===== src/ssc_pkg.sv =====
// Constants, field layouts and state types of the soft start controller.
// Assumes a 250 MHz system clock and an APB master on the register side.
// Contract
// - Keep stored options outside configuration positions
// - Power-up in config position opens 2 s window
// - Both LEDs steady on during window
// - No gesture keeps stored options unchanged
// - Ramp-up max-min-max toggles relay function
// - Start voltage max-min-max toggles phase check
// - Phase toggle flashes green off, red on; code does so when turning the check on, green on, red off when turning it off
// - Failed attempt flashes both, options unchanged
// - Fail on timeout, imprecision or simultaneous moves
// - Selector forces on, off, or automatic control
// - Start voltage 30 to 100 percent, default 30
// - Ramp-up 1 to 30 s, default 5
// - Ramp-down 0 to 30 s, default 0
// - Run relay with start, ramp 100 ms later
// - Stop ramps down to start level, then off
// - Restart during ramp-down ramps up from present
package ssc_pkg;
  // Timebase
  localparam int CLK_PERIOD_NS = 4;
  localparam int TICK_NS = 500000;
  localparam int TICK_CYC = TICK_NS / CLK_PERIOD_NS;
  localparam int TICKS_PER_MS = 1000000 / TICK_NS;
  localparam int CFG_WIN_MS = 2000;
  localparam int CFG_WIN_TICKS = CFG_WIN_MS * TICKS_PER_MS;
  localparam int FLASH_MS = 1000;
  localparam int FLASH_TICKS = FLASH_MS * TICKS_PER_MS;
  localparam int BLINK_HALF_US = 62500;
  localparam int BLINK_HALF_TICKS = BLINK_HALF_US * 1000 / TICK_NS;
  localparam int START_DELAY_MS = 100;
  localparam int START_DELAY_TICKS = START_DELAY_MS * TICKS_PER_MS;
  // Potentiometer thresholds on the 8-bit reading
  localparam logic [7:0] POT_HI = 8'hf0;
  localparam logic [7:0] POT_LO = 8'h0f;
  localparam logic [7:0] POT_MID_LO = 8'h8c;
  localparam logic [7:0] POT_MID_HI = 8'hbf;
  localparam logic [7:0] POT_FULL = 8'hff;
  // Ramp ranges, level in permille of mains voltage
  localparam logic [9:0] LVL_FULL = 10'h3e8;
  localparam logic [6:0] USTART_MIN_PCT = 7'h1e;
  localparam logic [6:0] USTART_MAX_PCT = 7'h64;
  localparam logic [6:0] USTART_SPAN_PCT = 7'h46;
  localparam logic [4:0] TSTART_MIN_S = 5'h01;
  localparam logic [4:0] TSTART_SPAN_S = 5'h1e;
  localparam logic [4:0] TSTOP_SPAN_S = 5'h1f;
  localparam logic [6:0] USTART_DEF_PCT = 7'h1e;
  localparam logic [4:0] TSTART_DEF_S = 5'h05;
  localparam logic [4:0] TSTOP_DEF_S = 5'h00;
  // APB register byte offsets
  localparam logic [7:0] ADDR_CTRL = 8'h00;
  localparam logic [7:0] ADDR_PARAM = 8'h04;
  localparam logic [7:0] ADDR_STATUS = 8'h08;
  // CTRL fields
  localparam int CTRL_BUS_START = 0;
  localparam int CTRL_OVERRIDE = 1;
  // PARAM fields
  localparam int PAR_USTART_LSB = 0;
  localparam int PAR_TSTART_LSB = 8;
  localparam int PAR_TSTOP_LSB = 16;
  // STATUS fields
  localparam int ST_LEVEL_LSB = 0;
  localparam int ST_OUT_ON = 10;
  localparam int ST_TOP_RELAY = 11;
  localparam int ST_RUN_RELAY = 12;
  localparam int ST_FAULT = 13;
  localparam int ST_RELAY_READY = 14;
  localparam int ST_PHASE_CHECK = 15;
  localparam int ST_CFG_ACTIVE = 16;
  // Selector switch codes
  localparam logic [1:0] SEL_OFF = 2'h0;
  localparam logic [1:0] SEL_ON = 2'h1;
  localparam logic [1:0] SEL_AUTO = 2'h2;
  typedef enum logic [2:0] {CFG_BOOT, CFG_WIN, CFG_FLASH, CFG_RUN} ssc_cfg_t;
  typedef enum logic [2:0] {M_OFF, M_DELAY, M_UP, M_TOP, M_DOWN, M_FAULT} ssc_motor_t;
endpackage : ssc_pkg


===== src/ssc_soft_start.sv =====
// Soft start controller: configuration window, ramp control and APB registers.
// Assumes pot readings, selector and start input synchronous to clk_sys.
//
// The implementer's own choices: the placing of the registers and the APB interface to the registers.
`timescale 1ns/1ns
module ssc_soft_start #(
  parameter int TICK_CYC = ssc_pkg::TICK_CYC
) (
  // Clock and reset
  input wire logic clk_sys,
  input wire logic sys_rst,
  // APB slave
  input wire logic [7:0] paddr,
  input wire logic psel,
  input wire logic penable,
  input wire logic pwrite,
  input wire logic [31:0] pwdata,
  output logic [31:0] prdata,
  output logic pready,
  output logic pslverr,
  // Setting potentiometers and switches
  input wire logic [7:0] potStartVolt,
  input wire logic [7:0] potRampUp,
  input wire logic [7:0] potRampDown,
  input wire logic [1:0] selector,
  input wire logic startCommandIn,
  // Power section status
  input wire logic mainsPresent,
  input wire logic phaseSeqOk,
  // Retained options store
  input wire logic nvRelayReadyIn,
  input wire logic nvPhaseCheckIn,
  output logic nvWrite,
  output logic nvRelayReady,
  output logic nvPhaseCheck,
  // Indicators, relays and power output
  output logic ledGreen,
  output logic ledRed,
  output logic outputOn,
  output logic [9:0] voltLevel,
  output logic topOfRampRelay,
  output logic runReadyRelay,
  output logic phaseFault
);
  if (TICK_CYC < 2) begin : g_bad_tick
    $error("TICK_CYC must be at least 2");
  end

  logic [31:0] tickCnt_r, tickCnt_nxt;
  logic tick;
  ssc_pkg::ssc_cfg_t cfg_r, cfg_nxt;
  logic [12:0] cfgCnt_r, cfgCnt_nxt;
  logic [7:0] blinkCnt_r, blinkCnt_nxt;
  logic blink_r, blink_nxt;
  logic gUp_r, gUp_nxt, gSv_r, gSv_nxt;
  logic flashG_r, flashG_nxt, flashR_r, flashR_nxt;
  logic relayReady_r, relayReady_nxt, phaseChk_r, phaseChk_nxt;
  logic nvWrite_nxt, ledG_nxt, ledR_nxt;
  ssc_pkg::ssc_motor_t m_r, m_nxt;
  logic [9:0] level_r, level_nxt;
  logic [15:0] acc_r, acc_nxt;
  logic [7:0] dly_r, dly_nxt;
  logic outOn_nxt, topRel_nxt, runRel_nxt, fault_nxt;
  logic [1:0] ctrl_r, ctrl_nxt;
  logic [6:0] parU_r, parU_nxt;
  logic [4:0] parT_r, parT_nxt, parS_r, parS_nxt;
  logic [31:0] prdata_nxt;
  logic pready_nxt, pslverr_nxt;
  logic upMax, upMin, svMax, svMin, stopMid, inCfgPos;
  logic [6:0] uPct;
  logic [4:0] tStartS, tStopS;
  logic [9:0] uStartPm, span;
  logic [15:0] upTicks, downTicks;
  logic start;

  // Pot end positions and ramp-down middle band by fixed thresholds
  assign upMax = potRampUp >= ssc_pkg::POT_HI;
  assign upMin = potRampUp <= ssc_pkg::POT_LO;
  assign svMax = potStartVolt >= ssc_pkg::POT_HI;
  assign svMin = potStartVolt <= ssc_pkg::POT_LO;
  assign stopMid = potRampDown >= ssc_pkg::POT_MID_LO && potRampDown <= ssc_pkg::POT_MID_HI;
  assign inCfgPos = upMax && svMax && stopMid;

  // Setting scaling, from pots or from the bus parameter register
  always_comb
  begin
    logic [14:0] prodU;
    logic [12:0] prodT;
    logic [12:0] prodS;
    prodU = 15'(potStartVolt) * 15'(ssc_pkg::USTART_SPAN_PCT);
    prodT = 13'(potRampUp) * 13'(ssc_pkg::TSTART_SPAN_S);
    prodS = 13'(potRampDown) * 13'(ssc_pkg::TSTOP_SPAN_S);
    if (ctrl_r[ssc_pkg::CTRL_OVERRIDE])
    begin
      uPct = parU_r;
      tStartS = parT_r;
      tStopS = parS_r;
    end
    else
    begin
      uPct = (potStartVolt == ssc_pkg::POT_FULL) ? ssc_pkg::USTART_MAX_PCT
           : ssc_pkg::USTART_MIN_PCT + prodU[14:8];
      tStartS = ssc_pkg::TSTART_MIN_S + prodT[12:8];
      tStopS = prodS[12:8];
    end
    uStartPm = 10'(uPct) * 10'h00a;
    span = ssc_pkg::LVL_FULL - uStartPm;
    upTicks = 16'(tStartS) * 16'(1000 * ssc_pkg::TICKS_PER_MS);
    downTicks = 16'(tStopS) * 16'(1000 * ssc_pkg::TICKS_PER_MS);
  end

  // Selector switch decides where the start command comes from
  always_comb
  begin
    unique case (selector)
      ssc_pkg::SEL_ON: start = 1'b1;
      ssc_pkg::SEL_AUTO: start = ctrl_r[ssc_pkg::CTRL_BUS_START] | startCommandIn;
      default: start = 1'b0;
    endcase
  end

  // Half-millisecond timebase
  always_comb
  begin
    tick = tickCnt_r == 32'(TICK_CYC - 1);
    tickCnt_nxt = tick ? 32'h0 : tickCnt_r + 32'h1;
  end

  // Configuration window, gesture tracking and indicator LEDs
  always_comb
  begin
    cfg_nxt = cfg_r;
    cfgCnt_nxt = cfgCnt_r;
    gUp_nxt = gUp_r;
    gSv_nxt = gSv_r;
    flashG_nxt = flashG_r;
    flashR_nxt = flashR_r;
    relayReady_nxt = relayReady_r;
    phaseChk_nxt = phaseChk_r;
    nvWrite_nxt = 1'b0;
    blinkCnt_nxt = blinkCnt_r;
    blink_nxt = blink_r;
    if (tick)
    begin
      cfgCnt_nxt = cfgCnt_r + 13'h1;
      blinkCnt_nxt = blinkCnt_r + 8'h1;
      if (blinkCnt_r == 8'(ssc_pkg::BLINK_HALF_TICKS - 1))
      begin
        blinkCnt_nxt = 8'h0;
        blink_nxt = ~blink_r;
      end
    end
    unique case (cfg_r)
      ssc_pkg::CFG_BOOT:
      begin
        relayReady_nxt = nvRelayReadyIn;
        phaseChk_nxt = nvPhaseCheckIn;
        cfgCnt_nxt = 13'h0;
        cfg_nxt = inCfgPos ? ssc_pkg::CFG_WIN : ssc_pkg::CFG_RUN;
      end
      ssc_pkg::CFG_WIN:
      begin
        if (!gUp_r && upMin)
          gUp_nxt = 1'b1;
        if (!gSv_r && svMin)
          gSv_nxt = 1'b1;
        if ((!upMax && !svMax) || !stopMid)
        begin
          flashG_nxt = 1'b1;
          flashR_nxt = 1'b1;
          cfg_nxt = ssc_pkg::CFG_FLASH;
        end
        else if (gUp_r && upMax)
        begin
          relayReady_nxt = ~relayReady_r;
          flashG_nxt = relayReady_r;
          flashR_nxt = ~relayReady_r;
          nvWrite_nxt = 1'b1;
          cfg_nxt = ssc_pkg::CFG_FLASH;
        end
        else if (gSv_r && svMax)
        begin
          phaseChk_nxt = ~phaseChk_r;
          flashG_nxt = phaseChk_r;
          flashR_nxt = ~phaseChk_r;
          nvWrite_nxt = 1'b1;
          cfg_nxt = ssc_pkg::CFG_FLASH;
        end
        else if (tick && cfgCnt_r == 13'(ssc_pkg::CFG_WIN_TICKS - 1))
        begin
          flashG_nxt = gUp_r | gSv_r;
          flashR_nxt = gUp_r | gSv_r;
          cfg_nxt = (gUp_r | gSv_r) ? ssc_pkg::CFG_FLASH : ssc_pkg::CFG_RUN;
        end
        if (cfg_nxt != ssc_pkg::CFG_WIN)
        begin
          cfgCnt_nxt = 13'h0;
          blinkCnt_nxt = 8'h0;
          blink_nxt = 1'b1;
        end
      end
      ssc_pkg::CFG_FLASH:
      begin
        if (tick && cfgCnt_r == 13'(ssc_pkg::FLASH_TICKS - 1))
          cfg_nxt = ssc_pkg::CFG_RUN;
      end
      ssc_pkg::CFG_RUN:
        cfg_nxt = ssc_pkg::CFG_RUN;
      default:
        cfg_nxt = ssc_pkg::CFG_RUN;
    endcase
    unique case (cfg_nxt)
      ssc_pkg::CFG_WIN:
      begin
        ledG_nxt = 1'b1;
        ledR_nxt = 1'b1;
      end
      ssc_pkg::CFG_FLASH:
      begin
        ledG_nxt = flashG_nxt & blink_nxt;
        ledR_nxt = flashR_nxt & blink_nxt;
      end
      default:
      begin
        ledG_nxt = outOn_nxt;
        ledR_nxt = fault_nxt;
      end
    endcase
  end

  // Motor ramp sequencer, held off until configuration is over
  always_comb
  begin
    logic [15:0] sum;
    sum = acc_r + 16'(span);
    m_nxt = m_r;
    level_nxt = level_r;
    acc_nxt = acc_r;
    dly_nxt = dly_r;
    unique case (m_r)
      ssc_pkg::M_OFF:
      begin
        level_nxt = 10'h0;
        dly_nxt = 8'h0;
        if (start && cfg_r == ssc_pkg::CFG_RUN)
          m_nxt = ssc_pkg::M_DELAY;
      end
      ssc_pkg::M_DELAY:
      begin
        if (!start)
          m_nxt = ssc_pkg::M_OFF;
        else if (tick)
        begin
          dly_nxt = dly_r + 8'h1;
          if (dly_r == 8'(ssc_pkg::START_DELAY_TICKS - 1))
          begin
            acc_nxt = 16'h0;
            level_nxt = uStartPm;
            if (!mainsPresent || (phaseChk_r && !phaseSeqOk))
              m_nxt = ssc_pkg::M_FAULT;
            else
              m_nxt = ssc_pkg::M_UP;
          end
        end
      end
      ssc_pkg::M_UP:
      begin
        if (!start)
        begin
          acc_nxt = 16'h0;
          m_nxt = ssc_pkg::M_DOWN;
        end
        else if (level_r >= ssc_pkg::LVL_FULL)
        begin
          level_nxt = ssc_pkg::LVL_FULL;
          m_nxt = ssc_pkg::M_TOP;
        end
        else if (tick)
        begin
          acc_nxt = sum;
          if (sum >= upTicks)
          begin
            acc_nxt = sum - upTicks;
            level_nxt = level_r + 10'h1;
          end
        end
      end
      ssc_pkg::M_TOP:
      begin
        acc_nxt = 16'h0;
        if (!start)
          m_nxt = ssc_pkg::M_DOWN;
      end
      ssc_pkg::M_DOWN:
      begin
        if (start)
        begin
          acc_nxt = 16'h0;
          m_nxt = ssc_pkg::M_UP;
        end
        else if (tStopS == 5'h0 || level_r <= uStartPm)
          m_nxt = ssc_pkg::M_OFF;
        else if (tick)
        begin
          acc_nxt = sum;
          if (sum >= downTicks)
          begin
            acc_nxt = sum - downTicks;
            level_nxt = level_r - 10'h1;
          end
        end
      end
      ssc_pkg::M_FAULT:
      begin
        level_nxt = 10'h0;
        if (!start)
          m_nxt = ssc_pkg::M_OFF;
      end
      default:
        m_nxt = ssc_pkg::M_OFF;
    endcase
    if (m_nxt == ssc_pkg::M_OFF || m_nxt == ssc_pkg::M_FAULT)
      level_nxt = 10'h0;
    outOn_nxt = m_nxt == ssc_pkg::M_UP || m_nxt == ssc_pkg::M_TOP || m_nxt == ssc_pkg::M_DOWN;
    topRel_nxt = m_nxt == ssc_pkg::M_TOP;
    fault_nxt = m_nxt == ssc_pkg::M_FAULT;
    if (relayReady_r)
      runRel_nxt = cfg_r == ssc_pkg::CFG_RUN && !fault_nxt;
    else
      runRel_nxt = outOn_nxt || m_nxt == ssc_pkg::M_DELAY;
  end

  // APB slave: one wait state, write takes effect with pready high
  always_comb
  begin
    logic acc;
    acc = psel && penable && pready;
    ctrl_nxt = ctrl_r;
    parU_nxt = parU_r;
    parT_nxt = parT_r;
    parS_nxt = parS_r;
    prdata_nxt = prdata;
    pready_nxt = psel && penable && !pready;
    pslverr_nxt = 1'b0;
    if (psel && penable && !pready)
    begin
      prdata_nxt = 32'h0;
      pslverr_nxt = !(paddr == ssc_pkg::ADDR_CTRL || paddr == ssc_pkg::ADDR_PARAM
                      || paddr == ssc_pkg::ADDR_STATUS);
      unique case (paddr)
        ssc_pkg::ADDR_CTRL: prdata_nxt[1:0] = ctrl_r;
        ssc_pkg::ADDR_PARAM:
        begin
          prdata_nxt[ssc_pkg::PAR_USTART_LSB +: 7] = parU_r;
          prdata_nxt[ssc_pkg::PAR_TSTART_LSB +: 5] = parT_r;
          prdata_nxt[ssc_pkg::PAR_TSTOP_LSB +: 5] = parS_r;
        end
        ssc_pkg::ADDR_STATUS:
        begin
          prdata_nxt[ssc_pkg::ST_LEVEL_LSB +: 10] = level_r;
          prdata_nxt[ssc_pkg::ST_OUT_ON] = outputOn;
          prdata_nxt[ssc_pkg::ST_TOP_RELAY] = topOfRampRelay;
          prdata_nxt[ssc_pkg::ST_RUN_RELAY] = runReadyRelay;
          prdata_nxt[ssc_pkg::ST_FAULT] = phaseFault;
          prdata_nxt[ssc_pkg::ST_RELAY_READY] = relayReady_r;
          prdata_nxt[ssc_pkg::ST_PHASE_CHECK] = phaseChk_r;
          prdata_nxt[ssc_pkg::ST_CFG_ACTIVE] = cfg_r != ssc_pkg::CFG_RUN;
        end
        default: prdata_nxt = 32'h0;
      endcase
    end
    if (acc && pwrite && paddr == ssc_pkg::ADDR_CTRL)
      ctrl_nxt = pwdata[1:0];
    if (acc && pwrite && paddr == ssc_pkg::ADDR_PARAM)
    begin
      parU_nxt = pwdata[ssc_pkg::PAR_USTART_LSB +: 7];
      parT_nxt = pwdata[ssc_pkg::PAR_TSTART_LSB +: 5];
      parS_nxt = pwdata[ssc_pkg::PAR_TSTOP_LSB +: 5];
    end
  end

  // State registers
  always_ff @(posedge clk_sys)
  begin
    if (sys_rst)
    begin
      tickCnt_r <= 32'h0;
      cfg_r <= ssc_pkg::CFG_BOOT;
      cfgCnt_r <= 13'h0;
      blinkCnt_r <= 8'h0;
      blink_r <= 1'b1;
      gUp_r <= 1'b0;
      gSv_r <= 1'b0;
      flashG_r <= 1'b0;
      flashR_r <= 1'b0;
      relayReady_r <= 1'b0;
      phaseChk_r <= 1'b0;
      nvWrite <= 1'b0;
      ledGreen <= 1'b0;
      ledRed <= 1'b0;
      m_r <= ssc_pkg::M_OFF;
      level_r <= 10'h0;
      acc_r <= 16'h0;
      dly_r <= 8'h0;
      outputOn <= 1'b0;
      topOfRampRelay <= 1'b0;
      runReadyRelay <= 1'b0;
      phaseFault <= 1'b0;
      ctrl_r <= 2'h0;
      parU_r <= ssc_pkg::USTART_DEF_PCT;
      parT_r <= ssc_pkg::TSTART_DEF_S;
      parS_r <= ssc_pkg::TSTOP_DEF_S;
      prdata <= 32'h0;
      pready <= 1'b0;
      pslverr <= 1'b0;
    end
    else
    begin
      tickCnt_r <= tickCnt_nxt;
      cfg_r <= cfg_nxt;
      cfgCnt_r <= cfgCnt_nxt;
      blinkCnt_r <= blinkCnt_nxt;
      blink_r <= blink_nxt;
      gUp_r <= gUp_nxt;
      gSv_r <= gSv_nxt;
      flashG_r <= flashG_nxt;
      flashR_r <= flashR_nxt;
      relayReady_r <= relayReady_nxt;
      phaseChk_r <= phaseChk_nxt;
      nvWrite <= nvWrite_nxt;
      ledGreen <= ledG_nxt;
      ledRed <= ledR_nxt;
      m_r <= m_nxt;
      level_r <= level_nxt;
      acc_r <= acc_nxt;
      dly_r <= dly_nxt;
      outputOn <= outOn_nxt;
      topOfRampRelay <= topRel_nxt;
      runReadyRelay <= runRel_nxt;
      phaseFault <= fault_nxt;
      ctrl_r <= ctrl_nxt;
      parU_r <= parU_nxt;
      parT_r <= parT_nxt;
      parS_r <= parS_nxt;
      prdata <= prdata_nxt;
      pready <= pready_nxt;
      pslverr <= pslverr_nxt;
    end
  end

  // Options presented to the retention store, and the output level
  assign nvRelayReady = relayReady_r;
  assign nvPhaseCheck = phaseChk_r;
  assign voltLevel = level_r;
endmodule : ssc_soft_start


===== config.mk =====
export PLATFORM = sky130hd
export DESIGN_NAME = ssc_soft_start
export DESIGN_NICKNAME = d
export VERILOG_FILES = /design/src/ssc_pkg.sv /design/src/ssc_soft_start.sv
export SDC_FILE = /design/constraint.sdc
export NUM_CORES = 1
export LEC_CHECK = 0
export BUFFER_PORTS_ARGS = -buffer_cell sky130_fd_sc_hd__buf_4
export CORE_MARGIN = 2
export CORE_UTILIZATION = 40
export CTS_BUF_LIST = sky130_fd_sc_hd__clkbuf_8 sky130_fd_sc_hd__clkbuf_16
export DETAILED_ROUTE_END_ITERATION = 8
export GPL_ROUTABILITY_DRIVEN = 0
export MAX_ROUTING_LAYER = met4
export PLACE_DENSITY = 0.6
export SYNTH_ARGS = -nofsm -noshare
export SYNTH_HDL_FRONTEND = slang
export SYNTH_SLANG_ARGS = --single-unit

===== constraint.sdc =====
create_clock -name clk_sys -period 8.41 [get_ports clk_sys]
set_input_delay 0.4205 -clock clk_sys [delete_from_list [all_inputs] [get_ports clk_sys]]
set_output_delay 0.4205 -clock clk_sys [all_outputs]
set_load 0.1 [all_outputs]

# After elaboration in Yosys (flattened, before gate mapping)
# Index checks and enable logic that the tools add are counted.
[word_totals] ff_bits=149 latchBits=0 mem_bits_rw=0 mem_bits_ro=0 inputBits=76 elab_cells=263 memories=0
[op_classes] addsub=12 n_mul=6 n_div=0 order_cmp=10 n_eq_ne=45 shift=0 mux=93 bitwise=9 n_reduce_logical=59
[ops] cell="16-bit two-way mux" count=11
[ops] cell="10-bit two-way mux" count=11
[ops] cell="16-bit one-hot mux with 4 select lines" count=1
[ops] cell="3-bit two-way mux" count=18
[ops] cell="8-bit two-way mux" count=6
[ops] cell="10-bit one-hot mux with 4 select lines" count=1
[ops] cell="32-bit by 1-bit adder with 32-bit output, second input constant" count=1
[ops] cell="32-bit by 17-bit == test with 1-bit output, second input constant" count=1
[ops] cell="16-bit >= comparator" count=2
[ops] cell="16-bit subtractor" count=2
[ops] cell="13-bit two-way mux" count=2
[ops] cell="13-bit one-hot mux with 2 select lines" count=1
[ops] cell="8-bit >= comparator, second input constant" count=3
[ops] cell="5-bit by 7-bit multiplier with 12-bit output, second input constant" count=2
[ops] cell="1-bit two-way mux" count=24
[ops] cell="2-bit inequality test, second input constant" count=12
[ops] cell="3-bit by 2-bit == test with 1-bit output, second input constant" count=7
[ops] cell="5-bit one-hot mux with 2 select lines" count=2
[ops] cell="1-bit logical AND" count=19
[ops] cell="3-bit inequality test, second input constant" count=6
[ops] cell="3-bit one-hot mux with 6 select lines" count=1
[ops] cell="16-bit by 10-bit adder with 16-bit output" count=1
[ops] cell="8-bit by 1-bit adder with 8-bit output, second input constant" count=2
[ops] cell="8-bit == test, second input constant" count=2
[ops] cell="50 further kinds" count=96

# Longest topological paths before layout
[logic_depth] ltp_word=15 ltp_mapped=44

# Worst setup path before layout
# No wires, ideal clock.
[synth_path] path_type="input-to-reg" from="input potRampUp[0]" to="register acc_r[5]" arrival_ps=8928 setup_slack_ps=-640 stages=43 n_path_buf=1 cell_sequence="fa_1 > inv_1 > fa_1 > inv_1 > ha_1 > a21o_1 > a21o_1 > a21o_1 > a21oi_1 > o21bai_1 > xor2_1 > ha_1 > nor2b_1 > o21ai_0 > nand2_1 > a22o_1 > a31oi_1 > o211ai_1 > [7 not listed] > ha_1 > o21ai_0 > a21oi_1 > o21ai_0 > nand2b_1 > a21o_1 > a21oi_1 > xnor2_1 > ha_1 > nand4_1 > nor3_1 > mux2i_1 > a41oi_1 > nor2_1 > buf_2 > mux2i_1 > nor2_1 > a221o_1"
[synth_between] elab_chain_len=10 elab_cells_between_ends=11 classes_between="add/sub: 2; mul: 2; order compare: 1; mux: 6"
[synth_rtl] item="start, declared" line="ssc_soft_start.sv:23" text="input wire logic [7:0] potRampUp,"
[synth_rtl] item="8-bit by 4-bit multiplier with 12-bit output (*)" line="ssc_soft_start.sv:91" text="prodT = 13'(potRampUp) * 13'(ssc_pkg::TSTART_SPAN_S);"
[synth_rtl] item="1-bit by 5-bit adder with 5-bit output (*)" line="ssc_soft_start.sv:103" text="tStartS = ssc_pkg::TSTART_MIN_S + prodT[12:8];"
[synth_rtl] item="5-bit two-way mux (*)" line="ssc_soft_start.sv:93" text="if (ctrl_r[ssc_pkg::CTRL_OVERRIDE])"
[synth_rtl] item="5-bit by 7-bit multiplier with 12-bit output (*)" line="ssc_soft_start.sv:108" text="upTicks = 16'(tStartS) * 16'(1000 * ssc_pkg::TICKS_PER_MS);"
[synth_rtl] item="16-bit subtractor or 16-bit >= comparator (tied branches)" line="ssc_soft_start.sv:283, ssc_soft_start.sv:281"
[synth_rtl] item="16-bit two-way mux (*)" line="ssc_soft_start.sv:281" text="if (sum >= upTicks)"
[synth_rtl] item="16-bit two-way mux (*)" line="ssc_soft_start.sv:278" text="else if (tick)"
[synth_rtl] item="16-bit two-way mux (*)" line="ssc_soft_start.sv:273" text="else if (level_r >= ssc_pkg::LVL_FULL)"
[synth_rtl] item="16-bit two-way mux (*)" line="ssc_soft_start.sv:268" text="if (!start)"
[synth_rtl] item="16-bit one-hot mux with 4 select lines (*)" line="ssc_soft_start.sv:240" text="unique case (m_r)"
[synth_rtl] item="end signal, assigned" line="ssc_soft_start.sv:435" text="acc_r <= acc_nxt;"
[synth_rtl] item="end, declared" line="ssc_soft_start.sv:61" text="logic [15:0] acc_r, acc_nxt;"
# Every way passes the cells marked *; elsewhere a longest branch is shown, timed or not. The select of a mux whose other input is x is not followed.
# A chain may end at the register's enable or synchronous reset.

# Final worst setup path
[layout_path] from="input potRampUp[2]" to="register acc_r[15]"
# The elaborated chain is that of the path after synthesis.

==> impl_metrics.env <==
export IMPL_syn_cell_area_um2=13700
export IMPL_hold_path_class="primary input to flop"
export IMPL_synthCells=1657
export IMPL_fin_ws_ps=-85.6
export IMPL_clk_pin_slew_ps=80
export IMPL_synth_edf_count=0
export IMPL_slew_viol_final=0
export IMPL_drt_wirelength_per_cell_um=16.2
export IMPL_cap_violations=0
export IMPL_worst_ep_required_time_ps=8740
export IMPL_tightest_slew_ps=1240
export IMPL_arrival_ps=8830
export IMPL_wl_um=38500
export IMPL_cp_common_cell="fa_1"
export IMPL_critPathKind="primary input to flop"
export IMPL_setup_viol=17
export IMPL_drive_above_1_share_pct=20.6
export IMPL_cp_slowest_stage_delay_ps=590
export IMPL_startpoint_type="primary input"
export IMPL_ys_flop_type="dfxtp_1"
export IMPL_cts_sinks=148
export IMPL_grt_start_max_net_pins=65
export IMPL_drc=0
export IMPL_synth_distinct_cells=79
export IMPL_multiInputGateArea_um2=10200
export IMPL_initial_core_util_pct=40.8
export IMPL_vias_per_cell=5.33
export IMPL_grt_remaining_overflow=0
export IMPL_use_met1_pct=28.4
export IMPL_rsz0062_at_grt="yes"
export IMPL_nets=2219
export IMPL_max_slew_margin_pct=16.7
export IMPL_synth_seq_cells=148
export IMPL_vias=12653
export IMPL_met3_usage_pct=3.43
export IMPL_min_period_ps=8500
export IMPL_ant_nets=0
export IMPL_status="finished with violations"
export IMPL_fmax_mhz=118
export IMPL_use_met2_pct=35.8
export IMPL_die_height_um=189
export IMPL_yosys_warnings=0
export IMPL_async_reset_ff_share_pct=0
export IMPL_cts_made_buffers=17
export IMPL_drt_iter0_markers=794
export IMPL_ios=129
export IMPL_nFillCells=3178
export IMPL_gr_max_usage_layer="met2"
export IMPL_first_pass_iters=7
export IMPL_track_usage_pct=22.1
export IMPL_htree_levels=4
export IMPL_root_buffer="clkbuf_16"
export IMPL_cp_end_kind="flop"
export IMPL_grt_first_pass_wirelength_um=62000
export IMPL_preCtsSetupSlack_ps=-615
export IMPL_slowest_stage="fa_1"
export IMPL_hpwl_um=30400
export IMPL_die_area_um2=35800
export IMPL_final_cell_area_um2=17100
export IMPL_finalHoldViolations=0
export IMPL_die_w_um=189
export IMPL_violations="setup timing"
export IMPL_finClkSkew_ps=17.5
export IMPL_period_share_pct=101
export IMPL_register_area_um2=2960
export IMPL_cp_top_family="adder cells"
export IMPL_dpl_cell_area_um2=16200
export IMPL_core_area_um2=33600
export IMPL_clockBufferDepth=2
export IMPL_areaGrowthSynthToFinish_pct=24.8
export IMPL_antenna_found_initial=0
export IMPL_path_buf_inv=9
export IMPL_cts_tree="built"
export IMPL_cts_hold_buf=0
export IMPL_n_antenna_cell=0
export IMPL_setup_tns_ps=-711
export IMPL_grt_pass1_vias=12214
export IMPL_avgSynthCellArea_um2=8.28
export IMPL_whs_ps=194
export IMPL_num_rows=67
export IMPL_ys_seq_area_share_pct=21.6
export IMPL_insertion_delay_ps=440
export IMPL_crit_fanout=6
export IMPL_io_buffers=102
metal layers:
metal	vias to the layer above	share of wire, %	wire length [um]
met5	-	0	0
met4	0	2.6	1020
met3	61	4.9	1880
met2	312	47	18000
met1	5979	46	17600
li1	6301	-	-
kinds of logic after synthesis:
group | Yosys count | synth area share, %
AND/OR/NAND/NOR | 578 | 20.5
buffers and inverters | 200 | 5.95
multiplexers | 42 | 3.16
XOR/XNOR | 134 | 8.56
other | 1 | 0.0273
adder cells (fa/ha/maj) | 229 | 23.9
flip-flops | 148 | 21.6
AO/OA/AOI/OAI | 325 | 16.3
sequential cells by signal, indices dropped and copies added (netlist names), 2 cells and up:
register	flops
tickCnt_r	32
parU_r	7
cfg_r	3
dly_r	8
voltLevel	10
prdata	21
m_r	3
parS_r	5
parT_r	5
blinkCnt_r	8
acc_r	15
cfgCnt_r	13
ctrl_r	2
worst min-delay path, stage by stage:
cell and delay (ps):
buf_4 80, nand2_1 40, nand3_1 60
what timing repair did:
action                     CTS  global route
gates cloned                 0             2
setup endpoints to repair   22            22
pin swaps                    5            46
gates resized for setup      3            37
setup buffers                1             6
stage by stage:
step | instances | util, %
2_1_floorplan | 1668 | -
3_3_place_gp | 2336 | 48.3
3_5_place_dp | 2336 | 48.3
4_1_cts | 2369 | 50.2
5_1_grt | 2376 | 50.9
6_report | 2376 | 50.9
layout by cell type (no fill, tap or decap), types with 7 or more instances in the layout:
master and count:
buf_4 285, ha_1 169, nor2_1 168, dfxtp_1 148
nand2_1 138, inv_1 130, a21oi_1 81, xor2_1 69
xnor2_1 62, nand3_1 55, fa_1 55, o21ai_0 47
nor3_1 38, mux2i_1 31, nand4_1 28, a21o_1 28
nand2b_1 24, and3_1 24, clkbuf_16 19, nor2b_1 18
a211oi_1 17, a221oi_1 14, and2_1 13, a221o_1 13
or3_1 12, conb_1 12, a31oi_1 11, o21a_1 11
nor4_1 10, mux2_2 9, o211ai_1 9, or4_1 7
synthesized netlist by cell type (6+ instances only):
cell,number,share of area (%)
a221oi_1,14,0.89
mux2i_1,32,2.3
a221o_1,13,0.95
nand2_1,138,3.8
o22ai_1,6,0.27
o21ai_0,56,2.0
nor3_1,40,1.5
fa_1,55,8.0
ha_1,173,16
mux2_2,10,0.82
xnor2_1,65,4.1
and3_1,25,1.1
a31oi_1,12,0.55
xor2_1,69,4.4
a21oi_1,87,3.2
buf_2,6,0.22
nor2_1,170,4.7
inv_1,133,3.6
o211ai_1,9,0.49
clkbuf_1,44,1.2
nor4_1,11,0.50
nand2b_1,24,1.1
o21a_1,11,0.60
a21o_1,28,1.5
or4_1,7,0.38
or3_1,12,0.55
or2_2,6,0.27
nand3_1,55,2.0
a211oi_1,18,0.99
nor2b_1,20,0.91
and2_1,13,0.59
dfxtp_1,148,22
nand4_1,28,1.3
buf_4,12,0.66
and4_1,6,0.38
path summary, 6_finish.rpt:
| check | startpoint | end | slack (ps) | depth (start not counted) |
|---|---|---|---|---|
| worst max-delay path | potRampUp[2] | acc_r[15]$_SDFFE_PP0P_ | -90 | 46 |
| worst max register to register | ctrl_r[1]$_SDFFE_PP0P_ | acc_r[15]$_SDFFE_PP0P_ | 1590 | 30 |
| worst min-delay path | pwdata[10] | parT_r[2]$_SDFFE_PP1P_ | 190 | 3 |
| worst min register to register | prdata[15]$_SDFFE_PP0P_ | prdata[15]$_SDFFE_PP0P_ | 460 | 2 |
final cells by class:
cell class	instances	share of cell area, %
Clock buffer	18	2.57
Clock inverter	14	1.07
Inverter	134	2.97
Multi-Input combinational cell	1320	59.4
Sequential cell	148	17.3
Tap cell	448	3.27
Timing Repair Buffer	294	13.4
Power is not shown: default switching activity piles up to over one toggle a cycle in this logic, so the estimate is an artifact.
